===== src/logic/eldm_pkg.sv =====
// constants for the encoder latch and deviation monitor
package eldm_pkg;
  localparam logic [7:0] IDX_STATUS = 8'h66;
  localparam logic [7:0] IDX_LATCH = 8'h67;
  localparam logic [7:0] IDX_DEV_LIMIT = 8'h68;
  localparam logic [7:0] IDX_VSTOP_L = 8'h69;
  localparam logic [7:0] IDX_INT_EN = 8'h70;
  localparam logic [7:0] IDX_INT_CLR = 8'h71;
  localparam logic [7:0] IDX_CTRL = 8'h72;
  localparam int ADDR_LSB = 2;
  localparam int IDX_W = 8;
  localparam int LIMIT_W = 20;
  localparam int STAT_W = 2;
  localparam int BIT_INDEX = 0;
  localparam int BIT_WARN = 1;
  localparam int BIT_BEMF = 0;
  localparam logic [31:0] RST_WORD = 32'h0;
  localparam logic [19:0] RST_LIMIT = 20'h0;
  localparam logic [1:0] RESP_OKAY = 2'h0;
  localparam logic [1:0] RESP_SLVERR = 2'h2;
endpackage


===== src/logic/eldm_dev_if.sv =====
// signals between the register side and the deviation comparator
`timescale 1ns/1ps
`default_nettype none
interface eldm_dev_if;
  logic [31:0] enc_pos;
  logic [31:0] act_pos;
  logic bemf;
  logic [19:0] limit;
  logic exceed;
  modport mon (input enc_pos, input act_pos, input bemf, input limit, output exceed);
  modport ctl (output enc_pos, output act_pos, output bemf, output limit, input exceed);
endinterface
`default_nettype wire


===== src/logic/eldm_dev_mon.sv =====
// deviation comparator between encoder count and reference position
`timescale 1ns/1ps
`default_nettype none
module eldm_dev_mon (
  // clock and reset
  input wire logic aclk,
  input wire logic aresetn,
  // comparator signals
  eldm_dev_if.mon dev
);
  logic [32:0] diff;
  logic [32:0] mag;
  logic next_exceed;
  logic exceed;

  always_comb begin
    diff = {dev.enc_pos[31], dev.enc_pos} -
           (dev.bemf ? 33'h0 : {dev.act_pos[31], dev.act_pos});
    mag = diff[32] ? (33'h0 - diff) : diff;
    // zero limit means off, not "any difference warns"
    next_exceed = (dev.limit != eldm_pkg::RST_LIMIT) && (mag > {13'h0, dev.limit});
  end

  always_ff @(posedge aclk) begin
    if (!aresetn) begin
      exceed <= 1'b0;
    end else begin
      exceed <= next_exceed;
    end
  end

  assign dev.exceed = exceed;
endmodule
`default_nettype wire


===== src/logic/eldm_top.sv =====
// encoder index latch and deviation monitor with axi4-lite registers
//
// Implementation choice: the AXI4-Lite interface to the registers.
`timescale 1ns/1ps
`default_nettype none
module eldm_top (
  // clock and reset
  input wire logic aclk,
  input wire logic aresetn,
  // encoder side
  input wire logic [31:0] enc_position,
  input wire logic [31:0] internal_actual_position,
  input wire logic index_event,
  // axi4-lite write
  input wire logic [31:0] s_axi_awaddr,
  input wire logic s_axi_awvalid,
  output logic s_axi_awready,
  input wire logic [31:0] s_axi_wdata,
  input wire logic [3:0] s_axi_wstrb,
  input wire logic s_axi_wvalid,
  output logic s_axi_wready,
  output logic [1:0] s_axi_bresp,
  output logic s_axi_bvalid,
  input wire logic s_axi_bready,
  // axi4-lite read
  input wire logic [31:0] s_axi_araddr,
  input wire logic s_axi_arvalid,
  output logic s_axi_arready,
  output logic [31:0] s_axi_rdata,
  output logic [1:0] s_axi_rresp,
  output logic s_axi_rvalid,
  input wire logic s_axi_rready,
  // interrupt
  output logic irq
);
  function automatic logic [31:0] byte_mask(input logic [3:0] strb);
    logic [31:0] m;
    m = 32'h0;
    for (int i = 0; i < 4; i++) begin
      m[i*8 +: 8] = {8{strb[i]}};
    end
    return m;
  endfunction

  eldm_dev_if dev();

  // bus state
  logic [7:0] wr_idx, next_wr_idx;
  logic [31:0] wr_data, next_wr_data;
  logic [31:0] wr_mask, next_wr_mask;
  logic next_awready, next_wready, next_bvalid, next_arready, next_rvalid;
  logic [1:0] next_bresp, next_rresp;
  logic [31:0] next_rdata;
  logic wr_do;
  logic [7:0] rd_idx;
  // register state
  logic [1:0] status, next_status;
  logic [1:0] int_en, next_int_en;
  logic [1:0] clr;
  logic [31:0] latch, next_latch;
  logic [19:0] limit, next_limit;
  logic [31:0] vstop, next_vstop;
  logic bemf, next_bemf;
  logic next_irq;

  assign dev.enc_pos = enc_position;
  assign dev.act_pos = internal_actual_position;
  assign dev.bemf = bemf;
  assign dev.limit = limit;

  eldm_dev_mon u_mon (
    .aclk(aclk),
    .aresetn(aresetn),
    .dev(dev)
  );

  // write executes once both address and data are held
  assign wr_do = !s_axi_awready && !s_axi_wready && !s_axi_bvalid;
  assign rd_idx = s_axi_araddr[eldm_pkg::ADDR_LSB +: eldm_pkg::IDX_W];

  always_comb begin
    next_awready = s_axi_awready;
    next_wready = s_axi_wready;
    next_bvalid = s_axi_bvalid;
    next_bresp = s_axi_bresp;
    next_wr_idx = wr_idx;
    next_wr_data = wr_data;
    next_wr_mask = wr_mask;
    if (s_axi_awvalid && s_axi_awready) begin
      next_wr_idx = s_axi_awaddr[eldm_pkg::ADDR_LSB +: eldm_pkg::IDX_W];
      next_awready = 1'b0;
    end
    if (s_axi_wvalid && s_axi_wready) begin
      next_wr_data = s_axi_wdata;
      next_wr_mask = byte_mask(s_axi_wstrb);
      next_wready = 1'b0;
    end
    if (wr_do) begin
      next_bvalid = 1'b1;
      case (wr_idx)
        eldm_pkg::IDX_STATUS, eldm_pkg::IDX_DEV_LIMIT, eldm_pkg::IDX_VSTOP_L,
        eldm_pkg::IDX_INT_EN, eldm_pkg::IDX_INT_CLR, eldm_pkg::IDX_CTRL: begin
          next_bresp = eldm_pkg::RESP_OKAY;
        end
        default: begin
          // latch is read only, so writes to it are refused too
          next_bresp = eldm_pkg::RESP_SLVERR;
        end
      endcase
    end
    if (s_axi_bvalid && s_axi_bready) begin
      next_bvalid = 1'b0;
      next_awready = 1'b1;
      next_wready = 1'b1;
    end
  end

  always_comb begin
    next_arready = s_axi_arready;
    next_rvalid = s_axi_rvalid;
    next_rdata = s_axi_rdata;
    next_rresp = s_axi_rresp;
    if (s_axi_arvalid && s_axi_arready) begin
      next_arready = 1'b0;
      next_rvalid = 1'b1;
      next_rresp = eldm_pkg::RESP_OKAY;
      case (rd_idx)
        eldm_pkg::IDX_STATUS: next_rdata = {30'h0, status};
        eldm_pkg::IDX_LATCH: next_rdata = latch;
        eldm_pkg::IDX_DEV_LIMIT: next_rdata = {12'h0, limit};
        eldm_pkg::IDX_VSTOP_L: next_rdata = vstop;
        eldm_pkg::IDX_INT_EN: next_rdata = {30'h0, int_en};
        eldm_pkg::IDX_INT_CLR: next_rdata = eldm_pkg::RST_WORD;
        eldm_pkg::IDX_CTRL: next_rdata = {31'h0, bemf};
        default: begin
          next_rdata = eldm_pkg::RST_WORD;
          next_rresp = eldm_pkg::RESP_SLVERR;
        end
      endcase
    end
    if (s_axi_rvalid && s_axi_rready) begin
      next_rvalid = 1'b0;
      next_arready = 1'b1;
    end
  end

  always_comb begin
    next_latch = latch;
    next_limit = limit;
    next_vstop = vstop;
    next_int_en = int_en;
    next_bemf = bemf;
    clr = 2'h0;
    if (index_event) begin
      next_latch = enc_position;
    end
    if (wr_do) begin
      case (wr_idx)
        eldm_pkg::IDX_STATUS, eldm_pkg::IDX_INT_CLR: clr = wr_data[1:0] & wr_mask[1:0];
        eldm_pkg::IDX_DEV_LIMIT: begin
          next_limit = (limit & ~wr_mask[19:0]) | (wr_data[19:0] & wr_mask[19:0]);
        end
        eldm_pkg::IDX_VSTOP_L: next_vstop = (vstop & ~wr_mask) | (wr_data & wr_mask);
        eldm_pkg::IDX_INT_EN: begin
          next_int_en = (int_en & ~wr_mask[1:0]) | (wr_data[1:0] & wr_mask[1:0]);
        end
        eldm_pkg::IDX_CTRL: begin
          if (wr_mask[eldm_pkg::BIT_BEMF]) begin
            next_bemf = wr_data[eldm_pkg::BIT_BEMF];
          end
        end
        default: begin
          clr = 2'h0;
        end
      endcase
    end
    // a set arriving with the clear wins, so no event is lost
    next_status[eldm_pkg::BIT_INDEX] = index_event ||
      (status[eldm_pkg::BIT_INDEX] && !clr[eldm_pkg::BIT_INDEX]);
    next_status[eldm_pkg::BIT_WARN] = dev.exceed ||
      (status[eldm_pkg::BIT_WARN] && !clr[eldm_pkg::BIT_WARN]);
    next_irq = |(next_status & next_int_en);
  end

  always_ff @(posedge aclk) begin
    if (!aresetn) begin
      s_axi_awready <= 1'b1;
      s_axi_wready <= 1'b1;
      s_axi_bvalid <= 1'b0;
      s_axi_bresp <= 2'h0;
      s_axi_arready <= 1'b1;
      s_axi_rvalid <= 1'b0;
      s_axi_rdata <= 32'h0;
      s_axi_rresp <= 2'h0;
      wr_idx <= 8'h0;
      wr_data <= 32'h0;
      wr_mask <= 32'h0;
      status <= 2'h0;
      int_en <= 2'h0;
      latch <= eldm_pkg::RST_WORD;
      limit <= eldm_pkg::RST_LIMIT;
      vstop <= eldm_pkg::RST_WORD;
      bemf <= 1'b0;
      irq <= 1'b0;
    end else begin
      s_axi_awready <= next_awready;
      s_axi_wready <= next_wready;
      s_axi_bvalid <= next_bvalid;
      s_axi_bresp <= next_bresp;
      s_axi_arready <= next_arready;
      s_axi_rvalid <= next_rvalid;
      s_axi_rdata <= next_rdata;
      s_axi_rresp <= next_rresp;
      wr_idx <= next_wr_idx;
      wr_data <= next_wr_data;
      wr_mask <= next_wr_mask;
      status <= next_status;
      int_en <= next_int_en;
      latch <= next_latch;
      limit <= next_limit;
      vstop <= next_vstop;
      bemf <= next_bemf;
      irq <= next_irq;
    end
  end
endmodule
`default_nettype wire


===== config.mk =====
export PLATFORM = sky130hd
export DESIGN_NAME = eldm_top
export DESIGN_NICKNAME = d
export VERILOG_FILES = /design/src/logic/eldm_pkg.sv /design/src/logic/eldm_dev_if.sv /design/src/logic/eldm_dev_mon.sv /design/src/logic/eldm_top.sv
export SDC_FILE = /design/constraint.sdc
export NUM_CORES = 1
export LEC_CHECK = 0
export BUFFER_PORTS_ARGS = -buffer_cell sky130_fd_sc_hd__buf_4
export CAP_MARGIN = 0
export CORE_ASPECT_RATIO = 1.2
export CORE_MARGIN = 2
export CORE_UTILIZATION = 45
export DETAILED_ROUTE_END_ITERATION = 10
export GPL_ROUTABILITY_DRIVEN = 0
export PLACE_DENSITY = 0.68
export SYNTH_ARGS = -nofsm -noshare
export SYNTH_HDL_FRONTEND = slang
export SYNTH_SLANG_ARGS = --single-unit
export TNS_END_PERCENT = 10

===== constraint.sdc =====
create_clock -name aclk -period 17.8 [get_ports aclk]
set_input_delay 3.56 -clock aclk [delete_from_list [all_inputs] [get_ports aclk]]
set_output_delay 3.56 -clock aclk [all_outputs]
set_load 0.02 [all_outputs]

==> impl_metrics.ini, run 1 <==
[timing]
finalClockSkew_ns = 0.00674
drv_slew = 0
period_share_pct = 46.0
max_slew_margin_pct = 25.3
setup_viol = 0
fmax_mhz = 122
tightest_slew_ns = 1.12
final.setup.tns_ns = 0
fin_crit_ns = 8.20
rsz0062_at_grt = no
hold_viol_final = 0
hold_ws_ns = 0.453

[critical_path]
path_delay_family = compound AO/OA/AOI/OAI gates
crit_buf_inv = 1
rrSetupSlack_ns = 11.73
cp-start-kind = input pin
cp_data_required_time_ns = 18.08
path_class = in2reg
crit_top_cell = o21ai_0
cp_slowest_cell = o2bb2ai_2
crit_chain = buf_4 -> ha_1 -> a21oi_1 -> o21ai_0 -> a2111o_1 -> o22ai_1 -> a21oi_1 -> o2bb2ai_2 -> o21ai_0 -> ha_1 -> nor2b_1 -> o21ai_0 -> nand2b_1 -> a21oi_1 -> nor2b_1 -> o21ai_0 -> a21oi_1 -> o21ai_0 -> nand3_1 -> a211o_1 -> nor4_2 -> a31oi_1
endpoint_kind = register
r2r_cells = 22
r2r-end = u_mon.dev.exceed
cp_max_fo = 19
cp.arrival_ns = 8.48
reg2reg_from = bemf
cpPeakStageDelay_ns = 0.66

[clock_network]
cts_buffer_depth = 2
path_clk_slew_ns = 0.06
cts-resized-gates = 0
ctsHoldBuffers = 0
cts_setup_buffers = 0
cts_max_level = 4
clock_latency_ns = 0.42
root_buffer = clkbuf_16
cts_tree = built
cts_made_buffers = 17
clock-sinks = 174

[die]
row_count = 60
initial_core_util_pct = 46.0
die_w_um = 142
io_pins = 214
die_y_um = 170
dieArea_um2 = 24200
core_um2 = 22500

[finish]
area_growth_pct = 19.0
fillers = 2151
n_antenna_cell = 0
drive_gt1_share_pct = 16.0
utilization_pct = 54.7
nets = 1661

[yosys]
synth_top_area_share_pct = 33.6
synth-seq-cells = 174
synthTopCellsByArea = dfxtp_1 34%, nand2_1 6.7%, a21oi_1 6.5%, ha_1 6.4%, mux2i_1 5.5%
synth.most_common_cell = nand2_1
yosys.area.top_type = dfxtp_1
avgSynthCellArea_um2 = 7.87
ys_seq_area_share_pct = 33.6
yosys-top-cells-count = 186 x nand2_1, 174 x dfxtp_1, 136 x nor2_1
async_reset_ff_share_pct = 0
ys.flop_type = dfxtp_1
synth_area_um2 = 10400
yosys_warnings = 0
synth.distinct_cells = 84
syn_inst = 1315
synth-edff-count = 0

[place]
dp_hpwl_um = 22300
port_buffers = 163

[worst_hold_path]
hold_path_depth = 2
hp-class = reg2reg

[routing]
wl_um = 29700
wire_per_inst_um = 17.2
vias = 9921
firstDrtPassIters = 6
drcViolationCount = 0
drtAntennaViolNets = 0
vias_per_cell = 5.75
drt-initial-drc-count = 656

[run]
drv_cap = 0

[global_route]
grt_antenna_before_repair = 0
grt_max_degree = 109
grt_pass1_vias = 9182
grt_pass1_wl_um = 47300
grt_use_total_pct = 24.2
grt-ovfl-total = 0

[pwr]
pwr_density_cell_nw_per_um2 = 83.9
peakVddDrop_mv = 0.0539
p_total_w = 0.00103
leakage_nw = 5.05

[outcome]
outcome = finished clean
## metrics by stage
step	std cells	setup slack (ns)	cell area, µm²
after floorplan	1316	9.72	10400
after global placement	1695	9.32	11700
after detailed placement	1695	9.33	11700
after CTS	1726	9.74	12300
after global routing	1726	9.20	12300
final	1726	9.60	12300
## worst min-delay path, cell delays in order, from the launching register on
cell     delay (ns)
dfxtp_1        0.31
nand2_1        0.05
a21oi_1        0.05
## layout make-up
type	instances	area, µm²	share of cell area [%]
Clock buffer	18	429	3.48
Timing Repair Buffer	173	1300	10.5
Clock inverter	13	165	1.34
Inverter	39	149	1.21
Sequential cell	174	3480	28.3
Multi-Input combinational cell	1030	6450	52.3
Tap cell	279	349	2.83
## layer usage
layer | share of wire [%] | track usage (%) | vias to the layer above | wire length, µm
li1 | - | - | 4949 | -
met1 | 45 | 32.5 | 4627 | 13300
met3 | 5.1 | 3.57 | 46 | 1520
met4 | 2.5 | 7.58 | 0 | 737
met2 | 48 | 40.0 | 299 | 14200
met5 | 0 | 0 | - | 0
## worst max-delay path by stage
stage                                 from               end  cells past startpoint
4_1_cts                   enc_position[13]  u_mon.dev.exceed                     22
3_5_place_dp   internal_actual_position[0]  u_mon.dev.exceed                     26
3_3_place_gp              enc_position[13]  u_mon.dev.exceed                     22
2_1_floorplan  internal_actual_position[0]  u_mon.dev.exceed                     25
5_1_grt        internal_actual_position[0]  u_mon.dev.exceed                     26
6_report                  enc_position[13]  u_mon.dev.exceed                     22
## cell usage in the layout, fill, tap and decap left out, types with 13 or more instances in the layout
master       n
a21oi_1    135
a22o_1      49
a22oi_1     34
buf_4      173
clkbuf_16   17
dfxtp_1    174
ha_1        53
inv_1       38
mux2i_1     57
nand2_1    186
nand2b_1    43
nand3_1     60
nand4_1     13
nor2_1     135
nor3_1      20
o21ai_0     41
xnor2_1     21
xor2_1      17
## cells by family after synthesis
| family | count (synthesis) | share of synthesized area (%) |
|---|---|---|
| and+or+nand+nor | 518 | 23.2 |
| buffers and inverters | 112 | 4.24 |
| other | 1 | 0.0362 |
| muxes | 61 | 5.95 |
| DFF | 174 | 33.6 |
| adders and majority gates | 54 | 6.60 |
| AOI/OAI and AO/OA | 357 | 23.2 |
| xor gates and xnor gates | 38 | 3.21 |
## report_power, final
| part | leakage [nW] | total [W] | internal (W) | switching [W] |
|---|---|---|---|---|
| logic | 3.35 | 0.000247 | 0.000103 | 0.000144 |
| registers | 1.42 | 0.000411 | 0.000401 | 0.0000104 |
| clock network | 0.279 | 0.000376 | 0.000221 | 0.000155 |
Note: power is estimated with default switching activity, not from simulation.
==> run 2: changes to the inputs <==
- ABC_AREA: unset -> 1
- PLACE_DENSITY: 0.68 -> 0.7
- clock period: 17.8 -> 7.05 ns (I/O delays scaled with it)
==> run 2 against run 1 <==
Compared with the run above:
- combinational power grew to 2.8 times the previous value
- non-clock buffer count shrank 2
- clock skew grew 0.0016 ns
- highest routed layer unchanged
==> impl_metrics.ini, run 2 <==
[yosys]
synth-edff-count = 0
synth.distinct_cells = 44
async_reset_ff_share_pct = 0
synth_area_um2 = 11200
yosys.area.top_type = dfxtp_1
syn_inst = 1829
ys.flop_type = dfxtp_1
yosys_warnings = 0
avgSynthCellArea_um2 = 6.12
ys_seq_area_share_pct = 31.1
synthTopCellsByArea = dfxtp_1 31%, nand2_1 17%, inv_1 8.9%, nor2_1 7.8%, o21ai_0 6.4%
synth-seq-cells = 174
yosys-top-cells-count = 518 x nand2_1, 264 x inv_1, 233 x nor2_1
synth_top_area_share_pct = 31.1
synth.most_common_cell = nand2_1

[critical_path]
path_delay_family = simple AND/OR/NAND/NOR gates
path_class = in2reg
cp-start-kind = input pin
crit_buf_inv = 5
cp_slowest_cell = fa_1
cp_data_required_time_ns = 7.35
cp.arrival_ns = 5.70
crit_top_cell = nand2_1
cpPeakStageDelay_ns = 0.44
cp_num_cells = 34
cp_max_fo = 37
endpoint_kind = register
r2r_cells = 31

[worst_hold_path]
hold_path_depth = 2
hp-class = reg2reg

[finish]
final_cell_mix = 518 x nand2_1, 264 x inv_1, 232 x nor2_1, 174 x dfxtp_1, 171 x buf_4
stdcell_count = 2297
layout_commonest_cell = nand2_1
fillers = 2543
area_growth_pct = 18.3
drive_gt1_share_pct = 12.8
n_antenna_cell = 0
nets = 2185

[global_route]
grt_pass1_vias = 11000
grt_antenna_before_repair = 0
grt-ovfl-total = 0
grt_use_total_pct = 24.5
grt_max_degree = 72
grt_pass1_wl_um = 52300

[clock_network]
cts_buffer_depth = 2
clock-sinks = 174
clock_latency_ns = 0.43
cts_tree = built
cts_max_level = 4
cts-resized-gates = 0
cts_made_buffers = 17
root_buffer = clkbuf_16
path_clk_slew_ns = 0.06
cts_setup_buffers = 0
ctsHoldBuffers = 0

[timing]
period_share_pct = 76.5
tightest_slew_ns = 1.13
rsz0062_at_grt = no
setup_viol = 0
final.setup.tns_ns = 0
max_slew_margin_pct = 24.6
fmax_mhz = 185
fin_crit_ns = 5.39
drv_slew = 0
hold_viol_final = 0
finalClockSkew_ns = 0.00837

[die]
core_um2 = 24600
initial_core_util_pct = 45.5
die_w_um = 148
row_count = 63
die_y_um = 177
io_pins = 214
dieArea_um2 = 26200

[routing]
drcViolationCount = 0
drt-initial-drc-count = 820
vias_per_cell = 5.09
wire_per_inst_um = 14.0
drtAntennaViolNets = 0
wl_um = 32100
vias = 11700
firstDrtPassIters = 6

[pwr]
leakage_nw = 6.44
pwr_density_cell_nw_per_um2 = 205
peakVddDrop_mv = 0.150

[place]
port_buffers = 163
dp_hpwl_um = 25000
dp.cells = 2265

[outcome]
outcome = finished clean

[run]
drv_cap = 0
-- run 2: changes by cell type in the layout (fill, tap and decap cells not counted), sizes merged, moves of 10 or more --
| cell | change |
|---|---|
| a22o | -49 |
| xnor2 | -18 |
| nand2b | -43 |
| nor2 | +115 |
| nor4 | -10 |
| inv | +233 |
| nand4 | +12 |
| a22oi | -33 |
| o21ai | +93 |
| a21oi | -10 |
| nand3 | +36 |
| nand2 | +347 |
| o221ai | +11 |
| mux2i | -57 |
-- run 2: metrics by stage --
step,worst slack [ns],area [µm²],util (%),hold slack [ns],power (W)
2_1_floorplan,2.08,11200,-,0.424,0.00157
3_3_place_gp,1.31,12600,51.4,0.434,0.00175
3_5_place_dp,1.26,12600,51.4,0.440,0.00176
4_1_cts,1.70,13200,53.9,0.451,0.00273
5_1_grt,1.10,13200,53.9,0.476,0.00288
6_report,1.66,13200,53.9,0.450,0.00272
-- run 2: logic make-up (layout without fill, tap and decap cells) --
family / Yosys count / count (layout) / share of synthesized area, %
buf+inv: 331 / 473 / 11.3
compound gates: 306 / 306 / 14.6
simple gates: 944 / 944 / 35.2
fa+ha+maj: 54 / 54 / 6.10
xor+xnor: 19 / 19 / 1.55
flops: 174 / 174 / 31.1
other cells: 1 / 2 / 0.0335
-- run 2: tightest hold or removal path, cell delays in order, from the launching register on --
cell and delay, ns:
dfxtp_1 0.30, inv_1 0.05, a21oi_1 0.05
-- run 2: routing by layer --
| metal | up-vias | track usage [%] | routed length [µm] |
|---|---|---|---|
| li1 | 6050 | - | - |
| met1 | 5236 | 31.5 | 14500 |
| met2 | 346 | 42.7 | 15400 |
| met3 | 61 | 2.01 | 1320 |
| met4 | 0 | 9.21 | 866 |
| met5 | - | 0 | 0 |
-- run 2: path summary, 6_finish.rpt --
kind	start	endpoint	slack (ns)
max	internal_actual_position[0]	u_mon.dev.exceed	1.66
min	register	register	0.45
max reg2reg	bemf	u_mon.dev.exceed	1.73
min reg2reg	register	register	0.45
-- run 2: final cells by class --
type | instances | area, µm² | area share, %
Tap cell | 325 | 407 | 3.07
Clock buffer | 18 | 429 | 3.24
Timing Repair Buffer | 171 | 1280 | 9.69
Inverter | 270 | 1010 | 7.65
Clock inverter | 14 | 181 | 1.37
Multi-Input combinational cell | 1325 | 6450 | 48.7
Sequential cell | 174 | 3480 | 26.3
-- run 2: where the power goes --
group	internal (W)	switching, W	total (W)
clock	0.000566	0.000408	0.000973
combinational	0.000259	0.000443	0.000702
sequential	0.00102	0.0000250	0.00105
total	0.00185	0.000876	0.00272
